### src/verilog/arr_pkg.sv
package arr_pkg;
  // converter data layout
  localparam int RES_W = 10;
  localparam int PAD_W = 6;
  localparam int NUM_RES = 4;
  localparam logic [15:0] RES_RESET = 16'h0000;
  localparam logic [PAD_W-1:0] PAD_ZERO = 6'h00;

  // byte addresses on the 8-bit cpu path
  localparam logic [3:0] ADDR_RES_A_HI = 4'h0;
  localparam logic [3:0] ADDR_RES_A_LO = 4'h1;
  localparam logic [3:0] ADDR_RES_B_HI = 4'h2;
  localparam logic [3:0] ADDR_RES_B_LO = 4'h3;
  localparam logic [3:0] ADDR_RES_C_HI = 4'h4;
  localparam logic [3:0] ADDR_RES_C_LO = 4'h5;
  localparam logic [3:0] ADDR_RES_D_HI = 4'h6;
  localparam logic [3:0] ADDR_RES_D_LO = 4'h7;
  localparam logic [3:0] ADDR_CSR = 4'h8;

  // control/status byte fields
  localparam int BIT_END = 7;
  localparam int BIT_IRQEN = 6;
  localparam int BIT_START = 5;
  localparam int BIT_SCAN = 4;
  localparam int BIT_CKS = 3;
  localparam int BIT_GROUP = 2;
  localparam logic [7:0] CSR_RESET = 8'h00;

  // conversion time, one state is one system clock
  localparam int CLK_NS = 20;
  localparam int STATE_NS = 20;
  localparam int CONV_STATES_SLOW = 134;
  localparam int CONV_STATES_FAST = 70;
  localparam logic [7:0] CONV_CYC_SLOW =
    8'((CONV_STATES_SLOW * STATE_NS) / CLK_NS);
  localparam logic [7:0] CONV_CYC_FAST =
    8'((CONV_STATES_FAST * STATE_NS) / CLK_NS);

  // sequencer states
  typedef enum logic [2:0] {
    ARR_IDLE = 3'h1,
    ARR_CONV = 3'h2,
    ARR_HOLD = 3'h4
  } arr_state_t;
endpackage

### src/verilog/arr_conv_if.sv
`timescale 1ns/1ps
interface arr_conv_if;
  // control from the register side
  logic run;
  logic scan;
  logic conv_time_select;
  logic [2:0] chSel;
  // results from the sequencer
  logic done;
  logic passEnd;
  logic [1:0] idx;
  logic [arr_pkg::RES_W-1:0] data;
  logic [2:0] chan;
  logic sampling;

  modport ctl (output run, scan, conv_time_select, chSel,
               input done, passEnd, idx, data, chan, sampling);
  modport seq (input run, scan, conv_time_select, chSel,
               output done, passEnd, idx, data, chan, sampling);
endinterface

### src/verilog/arr_conv_seq.sv
`timescale 1ns/1ps
module arr_conv_seq (
  // clock and reset
  input wire logic ref_clk,
  input wire logic rst_n,
  // converter core result
  input wire logic [arr_pkg::RES_W-1:0] anaResult,
  // register side
  arr_conv_if.seq cv
);
  arr_pkg::arr_state_t stateReg, stateNext;
  logic [7:0] cntReg, cntNext;
  logic [7:0] limit;
  logic [2:0] chanReg, chanNext;
  logic doneReg, doneNext, passReg, passNext;
  logic [1:0] idxReg, idxNext;
  logic [arr_pkg::RES_W-1:0] dataReg, dataNext;

  assign limit = cv.conv_time_select ? arr_pkg::CONV_CYC_FAST : arr_pkg::CONV_CYC_SLOW;

  // step channels; scan walks 0..the selected channel of the group, then wraps
  always_comb begin
    stateNext = stateReg;
    cntNext = cntReg;
    chanNext = chanReg;
    doneNext = 1'b0;
    passNext = 1'b0;
    idxNext = idxReg;
    dataNext = dataReg;
    case (stateReg)
      arr_pkg::ARR_IDLE: begin
        cntNext = 8'h00;
        if (cv.run) begin
          stateNext = arr_pkg::ARR_CONV;
          chanNext = cv.scan ? {cv.chSel[2], 2'h0} : cv.chSel;
        end
      end
      arr_pkg::ARR_CONV: begin
        cntNext = cntReg + 8'h01;
        if (!cv.run) begin
          // an abort on the last count would leave the limit in idle
          cntNext = 8'h00;
          stateNext = arr_pkg::ARR_IDLE; // aborted by software
        end else if (cntReg == limit - 8'h01) begin
          cntNext = 8'h00;
          doneNext = 1'b1;
          idxNext = chanReg[1:0];
          dataNext = anaResult;
          if (!cv.scan) begin
            passNext = 1'b1;
            stateNext = arr_pkg::ARR_HOLD;
          end else if (chanReg[1:0] == cv.chSel[1:0]) begin
            passNext = 1'b1;
            chanNext = {cv.chSel[2], 2'h0};
          end else begin
            chanNext = chanReg + 3'h1;
          end
        end
      end
      arr_pkg::ARR_HOLD: begin
        // wait for start bit to drop so one start gives one result
        if (!cv.run) begin
          stateNext = arr_pkg::ARR_IDLE;
        end
      end
      default: stateNext = arr_pkg::ARR_IDLE;
    endcase
  end

  always_ff @(posedge ref_clk) begin
    if (!rst_n) begin
      stateReg <= arr_pkg::ARR_IDLE;
      cntReg <= 8'h00;
      chanReg <= 3'h0;
      doneReg <= 1'b0;
      passReg <= 1'b0;
      idxReg <= 2'h0;
      dataReg <= '0;
    end else begin
      stateReg <= stateNext;
      cntReg <= cntNext;
      chanReg <= chanNext;
      doneReg <= doneNext;
      passReg <= passNext;
      idxReg <= idxNext;
      dataReg <= dataNext;
    end
  end

  assign cv.done = doneReg;
  assign cv.passEnd = passReg;
  assign cv.idx = idxReg;
  assign cv.data = dataReg;
  assign cv.chan = chanReg;
  assign cv.sampling = (stateReg == arr_pkg::ARR_CONV);
endmodule

### src/verilog/arr_readout.sv
`timescale 1ns/1ps
// Behaviour
// - four read-only 16-bit result registers
// - 10-bit result stored in bits 15 down to 6
// - low six bits of each result always read zero
// - high byte read directly, low byte read from holding latch
// - reading high byte copies low byte into holding latch
// - result registers reset to zero
// - inputs 0-3 form group 0, inputs 4-7 group 1
// - position within group selects result register a to d
// - single mode converts one channel, scan repeats 1 to 4
// - start by software bit or external trigger pin
// - conversion-complete interrupt request toward processor
// - start bit self-clears in single mode, holds in scan
// - end flag set per conversion or pass; cleared by read-1-write-0
// - interrupt asserted only when end flag and enable both set
// - time select picks 134 or 70 states maximum
module arr_readout (
  // clock and reset
  input wire logic ref_clk,
  input wire logic rst_n,
  // 8-bit cpu data path
  input wire logic [3:0] busAddr,
  input wire logic busRd,
  input wire logic busWr,
  input wire logic [7:0] busWdata,
  output logic [7:0] busRdata,
  // trigger pin and interrupt
  input wire logic extConvertTrigger,
  output logic conversionDoneIrq,
  // converter core
  input wire logic [arr_pkg::RES_W-1:0] anaResult,
  output logic [2:0] anaChan,
  output logic anaSample
);
  arr_conv_if cv ();

  logic [15:0] resReg [arr_pkg::NUM_RES];
  logic [15:0] resNext [arr_pkg::NUM_RES];
  logic [7:0] tempReg, tempNext, rdReg, rdNext;
  logic endReg, endNext, armReg, armNext;
  logic ieReg, ieNext, startReg, startNext;
  logic scanReg, scanNext, cksReg, cksNext;
  logic [2:0] chReg, chNext;
  logic irqReg, irqNext;
  logic trgS1, trgS2, trgS3, trgLvlReg, trgLvlNext, trgRise;
  logic [2:0] chanReg, chanNext;
  logic sampleReg, sampleNext;
  logic isRes, isHi, isCsr;
  logic [1:0] selIdx;
  logic [7:0] csrView;

  arr_conv_seq u_seq (
    .ref_clk(ref_clk),
    .rst_n(rst_n),
    .anaResult(anaResult),
    .cv(cv.seq)
  );

  assign cv.run = startReg;
  assign cv.scan = scanReg;
  assign cv.conv_time_select = cksReg;
  assign cv.chSel = chReg;

  // address decode; result bytes sit below the csr
  assign isRes = (busAddr <= arr_pkg::ADDR_RES_D_LO);
  assign isHi = isRes && !busAddr[0];
  assign isCsr = (busAddr == arr_pkg::ADDR_CSR);
  assign selIdx = busAddr[2:1];
  assign csrView = {endReg, ieReg, startReg, scanReg, cksReg, chReg};

  // pin filter: level moves only when second and third stages agree
  always_comb begin
    trgLvlNext = trgLvlReg;
    if (trgS2 == trgS3) begin
      trgLvlNext = trgS3;
    end
  end
  assign trgRise = trgLvlNext && !trgLvlReg;

  // register file and cpu read path
  always_comb begin
    for (int i = 0; i < arr_pkg::NUM_RES; i++) begin
      resNext[i] = resReg[i];
    end
    tempNext = tempReg;
    rdNext = rdReg;
    endNext = endReg;
    armNext = armReg;
    ieNext = ieReg;
    startNext = startReg;
    scanNext = scanReg;
    cksNext = cksReg;
    chNext = chReg;
    // left-justified store, low bits padded zero
    if (cv.done) begin
      resNext[cv.idx] = {cv.data, arr_pkg::PAD_ZERO};
    end
    if (busRd) begin
      if (isHi) begin
        rdNext = resReg[selIdx][15:8];
        // low byte latched with the high-byte read
        tempNext = resReg[selIdx][7:0];
      end else if (isRes) begin
        rdNext = tempReg;
      end else if (isCsr) begin
        rdNext = csrView;
        if (endReg) begin
          armNext = 1'b1; // flag seen as one
        end
      end else begin
        rdNext = 8'h00; // unmapped reads zero
      end
    end
    if (busWr && isCsr) begin
      ieNext = busWdata[arr_pkg::BIT_IRQEN];
      startNext = busWdata[arr_pkg::BIT_START];
      scanNext = busWdata[arr_pkg::BIT_SCAN];
      cksNext = busWdata[arr_pkg::BIT_CKS];
      chNext = busWdata[2:0];
      if (armReg && !busWdata[arr_pkg::BIT_END]) begin
        endNext = 1'b0;
      end
      armNext = 1'b0;
    end
    // single mode drops start at completion
    if (cv.passEnd && !scanReg && !(busWr && isCsr)) begin
      startNext = 1'b0;
    end
    if (trgRise) begin
      startNext = 1'b1;
    end
    // set wins over a clear in the same cycle
    if (cv.passEnd) begin
      endNext = 1'b1;
    end
  end

  // request gated by flag and enable
  assign irqNext = endReg && ieReg;
  assign chanNext = cv.chan;
  assign sampleNext = cv.sampling;

  always_ff @(posedge ref_clk) begin
    if (!rst_n) begin
      for (int i = 0; i < arr_pkg::NUM_RES; i++) begin
        resReg[i] <= arr_pkg::RES_RESET;
      end
      tempReg <= 8'h00;
      rdReg <= 8'h00;
      endReg <= arr_pkg::CSR_RESET[arr_pkg::BIT_END];
      armReg <= 1'b0;
      ieReg <= arr_pkg::CSR_RESET[arr_pkg::BIT_IRQEN];
      startReg <= arr_pkg::CSR_RESET[arr_pkg::BIT_START];
      scanReg <= arr_pkg::CSR_RESET[arr_pkg::BIT_SCAN];
      cksReg <= arr_pkg::CSR_RESET[arr_pkg::BIT_CKS];
      chReg <= arr_pkg::CSR_RESET[2:0];
      irqReg <= 1'b0;
      trgS1 <= 1'b0;
      trgS2 <= 1'b0;
      trgS3 <= 1'b0;
      trgLvlReg <= 1'b0;
      chanReg <= 3'h0;
      sampleReg <= 1'b0;
    end else begin
      for (int i = 0; i < arr_pkg::NUM_RES; i++) begin
        resReg[i] <= resNext[i];
      end
      tempReg <= tempNext;
      rdReg <= rdNext;
      endReg <= endNext;
      armReg <= armNext;
      ieReg <= ieNext;
      startReg <= startNext;
      scanReg <= scanNext;
      cksReg <= cksNext;
      chReg <= chNext;
      irqReg <= irqNext;
      trgS1 <= extConvertTrigger;
      trgS2 <= trgS1;
      trgS3 <= trgS2;
      trgLvlReg <= trgLvlNext;
      chanReg <= chanNext;
      sampleReg <= sampleNext;
    end
  end

  assign conversionDoneIrq = irqReg;
  assign busRdata = rdReg;
  assign anaChan = chanReg;
  assign anaSample = sampleReg;
endmodule

### config.mk
export PLATFORM = sky130hd
export DESIGN_NAME = arr_readout
export DESIGN_NICKNAME = d
export VERILOG_FILES = /design/src/verilog/arr_pkg.sv /design/src/verilog/arr_conv_if.sv /design/src/verilog/arr_conv_seq.sv /design/src/verilog/arr_readout.sv
export SDC_FILE = /design/constraint.sdc
export NUM_CORES = 1
export LEC_CHECK = 0
export BUFFER_PORTS_ARGS = -buffer_cell sky130_fd_sc_hd__buf_4
export CAP_MARGIN = 40
export CORE_MARGIN = 4
export CORE_UTILIZATION = 58
export DETAILED_ROUTE_END_ITERATION = 10
export PLACE_DENSITY = 0.76
export SLEW_MARGIN = 0
export SYNTH_ARGS = -nofsm -noshare
export SYNTH_HDL_FRONTEND = slang
export SYNTH_SLANG_ARGS = --single-unit
### constraint.sdc
create_clock -name ref_clk -period 2.6 [get_ports ref_clk]
set_clock_uncertainty 0.05 [all_clocks]
set_input_delay 0.52 -clock ref_clk [delete_from_list [all_inputs] [get_ports ref_clk]]
set_output_delay 0.52 -clock ref_clk [all_outputs]
set_load 0.01 [all_outputs]
==> results of run 1 <==
where the power goes:
group          switching [mW]  internal [mW]  total (mW)
sequential            0.00641           1.47        1.48
clock                   0.517          0.480       0.997
combinational          0.0599         0.0485       0.108
total                   0.583           2.00        2.59
placed cells by master (no fill, tap or decap), types with 3 or more instances in the layout:
master / instances
and3_1: 5
nor3b_2: 3
clkinv_4: 3
nor4_1: 3
a222oi_1: 5
a211oi_1: 3
mux2i_1: 36
ha_1: 3
mux4_2: 10
o21ai_0: 5
nand3_1: 13
nor2_1: 52
inv_1: 6
a21oi_1: 35
and2_1: 5
nand2_1: 59
buf_4: 42
dfxtp_1: 96
nor3_1: 7
clkbuf_8: 10
xnor2_1: 8
metrics by stage:
step | instance area, µm² | setup slack (ns)
floorplan | 4040 | 0.781
global placement | 4390 | 0.617
detailed placement | 4390 | 0.577
CTS | 4590 | 0.621
global route | 4590 | 0.471
finish | 4590 | 0.604
worst min-delay path by stage:
stage | start | end | slack, ns | cells after the start
finish | extConvertTrigger | trgS1$_SDFF_PN0_ | 0.31 | 2
CTS | extConvertTrigger | trgS1$_SDFF_PN0_ | 0.31 | 2
floorplan | trgS1$_SDFF_PN0_ | trgS2$_SDFF_PN0_ | 0.36 | 1
detailed placement | trgS1$_SDFF_PN0_ | trgS2$_SDFF_PN0_ | 0.37 | 1
global route | extConvertTrigger | trgS1$_SDFF_PN0_ | 0.32 | 2
global placement | trgS1$_SDFF_PN0_ | trgS2$_SDFF_PN0_ | 0.37 | 1
layout make-up:
class	instances	area share [%]
Tap cell	96	2.62
Sequential cell	96	41.8
Clock buffer	11	3.08
Multi-Input combinational cell	292	43.1
Clock inverter	5	1.42
Timing Repair Buffer	43	7.30
Inverter	8	0.654
worst max-delay path, delay by kind of cell, from the launching register on:
kind            cells  cell delay (ns)
simple gates        1             0.51
mux                 1             0.34
compound gates      2             0.45
flops               1             0.55
sequential cells by signal, summed over array words and instances, names as in the netlist, 2 cells and up:
signal	flops
u_seq.cntReg	8
resReg	40
u_seq.cv.idx	2
tempReg	2
u_seq.cv.chan	3
anaChan	3
chReg	3
u_seq.stateReg	3
u_seq.cv.data	10
busRdata	8
layer usage:
metal,up-vias,global-route usage [%]
met2,58,39.6
met5,-,0
met1,1490,25.8
met3,9,4.81
met4,0,5.53
li1,1536,-
cell families (layout without fill, tap and decap cells):
group	count (synthesis)	count (layout)	synth area share [%]
AOI/OAI and AO/OA	67	67	11.1
xor gates and xnor gates	10	10	2.35
adders and majority gates	3	3	0.929
buffers and inverters	33	67	3.56
DFF	96	96	47.6
muxes	47	47	14.8
and+or+nand+nor	165	165	19.8
==> metrics.txt, run 1 <==
outcome=finished clean; Fmax=501 MHz; top routing layer used=met4; Overflow after GRT=0; Root Driver=clkbuf_8; total design power=around 2.6 mW; area grow syn2layout=13.7%; Post-CTS Hold Fix Bufs=0; Buffers on Ports=39; Syn Nets=451; TritonCTS Buffers=9; asr flop ratio synth=0%; Worst R2R Setup Slack=0.60 ns; met1 wire length=roughly 3.6 mm; relative slew slack=44.6%; global-route usage over all layers=roughly 22%; vias per cell=5.61; DRC errors left=0; ant diodes=0; area of the core=6790 µm²; Critical R2R Launch=u_seq.stateReg[1]$_SDFFE_PN0P_; CTS tree=built; met2 wire length=4.67 mm; Hold Path Class=in -> reg; CP endpoint=u_seq.cv.chan[2]$_SDFFE_PN0P_; routed wl met3=354 µm; Worst Setup End Kind=register; Hold WS=just over 0.3 ns; Slew Limit Fails=0; sequential fraction of the synthesis area=47.6%; I/O pin count=40; slowest cell on the critical path=dfxtp_1; worst-skew pair later-pin latency=between 0.3 and 0.4 ns; Yosys cell types=57; antenna violations before repair=0; Final setup viols=0; largest net degree at the start of global routing=60; Yosys top cell area share=47.6%; H-tree Lvls=3; maxcap violations=0; Final Non-Filler Cells=551; RSZ-0062 raised after global routing=no; FF-to-FF End=u_seq.cv.chan[2]$_SDFFE_PN0P_; die height=91.5 µm; Final nets=480; clk sinks=96; starting density of the core=between 50% and 60%; # Post-CTS Setup Buffers=0; Placed Cells=535; Cell Pwr Density=563 nW/µm²; synth warn=0; post-route minimum period=2.00 ns; Post-Syn Area=4040 µm²; CP peak stage delay=0.55 ns; dominant cells by area after synthesis=dfxtp_1 (48%), mux2i_1 (8.9%), mux4_2 (5.6%), nand2_1 (5.5%), nor2_1 (4.8%); Crit Path Max Fanout=10; Critical Path Start=u_seq.stateReg[1]$_SDFFE_PN0P_; clock-pin slew on the worst setup and hold paths=0.09 ns; CP arrival=about 2.2 ns; setup TNS=0 ns; area leader, netlist=dfxtp_1; P_leak=1.81 nW; Final Core Density=approximately two thirds; Synth Instances=421; top-count cell post-synth=dfxtp_1; Data required, critical path=approximately 2.8 ns; largest buffer count on any clock path=2; HPWL Detailed=6.13 mm; storage element area=1920 µm²; # rows=30; DR iter-0 viols=175; Worst-Margin Slew=0.828 ns; crit path cell chain=or3b_1 > a21oi_1 > mux2_1 > a32o_1; EDFF count, synth=0; vias after detailed routing=3093; CTS resizes=0; Final Hold Violating Endpoints=0; die area=8360 µm²; routability cong.=0.869; crit path kind=reg -> reg; drt total wl=8.71 mm; reg2reg path depth=4; area of the multi-input gates=~2000 µm²; share of cells above drive strength 1=17.8%; die span in x=91.5 µm; Worst setup SP type=register; Most used DFF post-synth=dfxtp_1; Fill cells=553; vias in the first global route=3080; Peak VDD IR=0.423 mV; Final Cycle Share=76.8%; flops & latches, synth=96; Post-synth top cells=dfxtp_1 (96), nand2_1 (59), nor2_1 (52); syn_area_per_cell=9.60 µm²; remaining antenna violation count=0; first-pass GRT wire length=14.6 mm; TritonRoute pass-1 iters=4; per-cell routed wire length=between 15 and 20 µm
Note: power is estimated with default switching activity, not from simulation.
==> run 2, diff against run 1 <==
- CORE_UTILIZATION: 58 -> 53
- PLACE_DENSITY: 0.76 -> 0.74
- clock period: 2.6 -> 1.8 ns (I/O delays scaled with it)
==> metrics.txt, run 2 (synthesis results as in run 1) <==
outcome=finished clean; P_leak=1.91 nW (+5.4%); most frequent cells in the layout=dfxtp_1 (95), buf_4 (60), nand2_1 (59), nor2_1 (52), mux2i_1 (36); Final Cycle Share=96.7% (+20 points); I/O pin count=40 (unchanged); RSZ-0062 raised after global routing=no; pre-CTS setup slack=-0.0173 ns (-0.594 ns); die height=95.3 µm (+4.2%); Peak VDD IR=0.511 mV (+21%); DR iter-0 viols=160 (-8.6%); starting density of the core=55.1% (-4.4 points); WP buf/inv=0 (unchanged); Worst R2R Setup Slack=0.06 ns (-0.54 ns); routability cong.=0.877 (+0.90%); die area=9080 µm² (+8.6%); # rows=31 (+3.3%); vias after detailed routing=3145 (+1.7%); storage element area=1920 µm² (about the same); clock-pin slew on the worst setup and hold paths=0.09 ns (about the same); Fmax=575 MHz (+15%); TritonRoute pass-1 iters=6 (+2); worst-skew pair later-pin latency=0.35 ns (about the same); CTS tree=built; Top reg by flops=resReg; Worst path top cell family by delay=compound AO/OA/AOI/OAI gates; Final Hold Violating Endpoints=0 (unchanged); CP arrival=1.94 ns (-0.27 ns); Worst Setup End Kind=register; maxcap violations=0 (unchanged); Overflow after GRT=0 (unchanged); Data required, critical path=2.00 ns (-0.81 ns); Final setup viols=0 (unchanged); TritonCTS Buffers=9 (unchanged); Worst setup SP type=register; Hold Path Class=in -> reg; Cell Pwr Density=785 nW/µm² (+39%); CP peak stage delay=0.42 ns (-0.13 ns); commonest non-fill, non-tap cell in the layout=dfxtp_1; remaining antenna violation count=0 (unchanged); largest net degree at the start of global routing=64 (+6.7%); Root Driver=clkbuf_8; Worst-Margin Slew=0.459 ns (-0.369 ns); global-route usage over all layers=20.5% (-1.3 points); first-pass GRT wire length=14.6 mm (+0.38%); area grow syn2layout=18.0%; Post-CTS Hold Fix Bufs=0 (unchanged); area of the core=7330 µm² (+7.9%); vias per cell=5.49 (-2.2%); setup TNS=0 ns (unchanged); vias in the first global route=3112 (+1.0%); HPWL Detailed=6.12 mm (-0.21%); DRC errors left=0 (unchanged); H-tree Lvls=3 (unchanged); relative slew slack=69.3% (+25 points); max FFs per register=40 (unchanged); Slew Limit Fails=0 (unchanged); drt total wl=8.56 mm (-1.8%); die span in x=95.3 µm (+4.2%); share of cells above drive strength 1=21.5% (+3.7 points); slowest cell on the critical path=or3b_1; Final nets=499 (+4.0%); Fill cells=594 (+7.4%); crit path cell chain=or3b_1 > a21oi_1 > mux2_1 > a32o_1; post-route minimum period=1.74 ns (-0.256 ns); area of the multi-input gates=1990 µm² (+0.76%); per-cell routed wire length=14.9 µm (-5.5%); final worst slack=0.0594 ns (-0.544 ns); largest buffer count on any clock path=2 (unchanged); Crit Path Max Fanout=11 (+1); antenna violations before repair=0 (unchanged); Buffers on Ports=39 (unchanged); ant diodes=0 (unchanged); crit path kind=reg -> reg; clk sinks=96 (unchanged)
[run 2: metal layers]
metal / up-vias / track usage (%) / share of wire, %
met1: 1498 / 26.2 / 44
met3: 10 / 3.31 / 4.6
met2: 62 / 35.7 / 51
met4: 0 / 5.89 / 0.96
met5: - / 0 / 0
li1: 1575 / - / -
[run 2: worst paths after layout]
| path | cells after the start | end | from |
|---|---|---|---|
| min | 2 | trgS1$_SDFF_PN0_ | extConvertTrigger |
| min reg2reg | 1 | trgS2$_SDFF_PN0_ | trgS1$_SDFF_PN0_ |
| max | 4 | u_seq.cv.chan[2]$_SDFFE_PN0P_ | u_seq.stateReg[0]$_SDFFE_PN1P_ |
| max reg2reg | 4 | u_seq.cv.chan[2]$_SDFFE_PN0P_ | u_seq.stateReg[0]$_SDFFE_PN1P_ |
[run 2: layout make-up]
| class | instances | share of cell area (%) |
|---|---|---|
| Timing Repair Buffer | 62 | 10.3 |
| Clock buffer | 11 | 2.97 |
| Clock inverter | 5 | 1.34 |
| Sequential cell | 96 | 40.3 |
| Inverter | 8 | 0.630 |
| Tap cell | 99 | 2.60 |
| Multi-Input combinational cell | 292 | 41.8 |
[run 2: repair_timing]
item | CTS | global route
setup endpoints to repair | 0 | 7
buffers inserted | 0 | 0
gates resized for setup | 0 | 3
[run 2: power breakdown]
group	switching, mW	internal, mW	total, mW
Sequential	0.00626	2.13	2.14
Combinational	0.0928	0.0835	0.176
Clock	0.737	0.691	1.43
[run 2: worst reg2reg max path: stages (launching register included)]
cell and delay [ns]:
dfxtp_2 0.40, or3b_1 0.42, a21oi_1 0.19, mux2_1 0.34, a32o_1 0.25
[run 2: metrics by stage]
stage	utilization, %	cells	instance area, µm²	hold WS [ns]	total power, mW
after CTS	64.8	573	4750	0.147	3.78
after detailed placement	62.0	557	4550	0.374	2.36
after global placement	62.0	557	4550	0.366	2.36
after floorplan	-	421	4040	0.362	2.27
final	65.0	573	4770	0.162	3.74
after global routing	65.0	573	4770	0.159	3.88
==> run 3, diff against run 2 <==
- CORE_UTILIZATION: 53 -> 45
- CTS_CLUSTER_SIZE: default -> 40
- PLACE_DENSITY: 0.74 -> 0.64
==> metrics.txt, run 3 (synthesis results as in run 1) <==
remaining antenna violation count=0 (unchanged); worst-skew pair later-pin latency=0.36 ns (about the same); starting density of the core=46.3% (-8.8 points); Final Cycle Share=96.3% (-0.41 points); Worst setup SP type=register; die span in x=103 µm (+7.8%); DP Area=4540 µm² (about the same); Final Hold Violating Endpoints=0 (unchanged); Peak VDD IR=0.501 mV (-1.9%); commonest non-fill, non-tap cell in the layout=dfxtp_1; Slew Limit Fails=0 (unchanged); share of cells above drive strength 1=21.0% (-0.54 points); TritonRoute pass-1 iters=5 (-1); Buffers on Ports=39 (unchanged); Final Cell Area=4730 µm² (-0.76%); H-tree Lvls=3 (unchanged); Top reg by flops=resReg; total net switching power=905 µW (+8.2%); relative slew slack=66.5% (-2.8 points); largest buffer count on any clock path=2 (unchanged); DRC errors left=0 (unchanged); global-route usage over all layers=18.2% (-2.3 points); ant diodes=0 (unchanged); Crit Path Max Fanout=9 (-2); die area=10600 µm² (+16%); Fmax=577 MHz (+0.43%); Worst Setup End Kind=register; CP arrival=1.94 ns (about the same); setup TNS=0 ns (unchanged); drt total wl=8.97 mm (+4.7%); routability cong.=0.827 (-5.7%); per-cell routed wire length=15.5 µm (+3.5%); crit path kind=reg -> reg; TritonCTS Buffers=9 (unchanged); Clock power frac=36.7% (-1.5 points); Combinational Power Share=4.8% (about the same); Seq pwr share=58.5% (+1.4 points); CTS resizes=0 (unchanged); Hold Path Class=in -> reg; Root Driver=clkbuf_8; most frequent cells in the layout=dfxtp_1 (96), nand2_1 (59), buf_4 (58), nor2_1 (52), mux2i_1 (36); largest net degree at the start of global routing=70 (+9.4%); CTS tree=built; maxcap violations=0 (unchanged); I/O pin count=40 (unchanged); post-route minimum period=1.73 ns (-0.00737 ns); Final Core Density=54.2% (-11 points); Data required, critical path=2.00 ns (about the same); Placed Cells=564 (+1.3%); area grow syn2layout=17.1%; vias per cell=5.42 (-1.2%); first-pass GRT wire length=15.0 mm (+2.2%); die height=103 µm (+7.8%); clk sinks=96 (unchanged); Final Non-Filler Cells=580 (+1.2%); area of the core=8720 µm² (+19%); Final setup viols=0 (unchanged); clock-pin slew on the worst setup and hold paths=0.11 ns (+0.02 ns); Final nets=497 (-0.40%); vias in the first global route=2999 (-3.6%); switching share of power=24.8% (+2.4 points); total design power=3.65 mW (-2.4%); vias after detailed routing=3145 (unchanged); # rows=34 (+9.7%); Cell Pwr Density=771 nW/µm² (-1.7%); P_leak=1.88 nW (-1.2%); internal power=2.74 mW (-5.5%); max FFs per register=40 (unchanged); DR iter-0 viols=148 (-7.5%); RSZ-0062 raised after global routing=no; Worst-Margin Slew=0.501 ns (+0.0419 ns); antenna violations before repair=0 (unchanged); HPWL Detailed=6.29 mm (+2.9%); outcome=finished clean; Overflow after GRT=0 (unchanged)
## run 3: cell types whose count changed in the layout (fill, tap and decap cells not counted), sizes merged
cell and delta:
inv +2, buf -2, clkbuf -2, clkinvlp +1
bufinv -1
## run 3: cell type report
class	count	area (µm²)
multi-input cells	292	1980
repair buffers	60	475
inverters	8	30.0
flip-flops and latches	96	1920
well taps	108	135
fillers	798	3990
clock buffers	9	124
clock inverters	7	65.1
## run 3: through the flow
stage / hold WS, ns / worst slack (ns)
6_report: 0.147 / 0.0668
5_1_grt: 0.125 / 0.00201
4_1_cts: 0.133 / 0.0708
3_5_place_dp: 0.379 / 0.0503
3_3_place_gp: 0.366 / 0.0977
2_1_floorplan: 0.362 / 0.0270
## run 3: worst max-delay path: stages, from the launching register on
cell	delay, ns
dfxtp_1	0.40
or3b_1	0.43
a21oi_1	0.17
mux2_1	0.34
a32o_1	0.25
## run 3: path summary, 6_finish.rpt
| kind | from | end | slack [ns] | depth (start not counted) |
|---|---|---|---|---|
| worst max-delay path | u_seq.stateReg[2]$_SDFFE_PN0P_ | u_seq.cv.chan[2]$_SDFFE_PN0P_ | 0.07 | 4 |
| worst min register to register | trgS1$_SDFF_PN0_ | trgS2$_SDFF_PN0_ | 0.40 | 1 |
| worst min-delay path | extConvertTrigger | trgS1$_SDFF_PN0_ | 0.15 | 2 |
| worst max register to register | u_seq.stateReg[2]$_SDFFE_PN0P_ | u_seq.cv.chan[2]$_SDFFE_PN0P_ | 0.07 | 4 |
## run 3: power groups by stage
stage	clock network (mW)	registers [mW]	logic (mW)
final	1.34	2.14	0.176
after global routing	1.47	2.14	0.193
after CTS	1.38	2.14	0.178
after detailed placement	0	2.19	0.177
after global placement	0	2.19	0.175
after floorplan	0	2.18	0.0897
## run 3: per-layer routing
metal | up-vias | share of wire, % | GRT usage (%) | wire length [µm]
li1 | 1573 | - | - | -
met3 | 5 | 3.5 | 3.92 | 313
met1 | 1524 | 46 | 23.6 | 4130
met5 | - | 0 | 0 | 0
met4 | 0 | 0.79 | 4.38 | 71
met2 | 43 | 50 | 31.1 | 4450
## run 3: repair_timing
action,in CTS,in global routing
hold buffers,0,0
buffers inserted,0,0
setup endpoints to repair,0,1
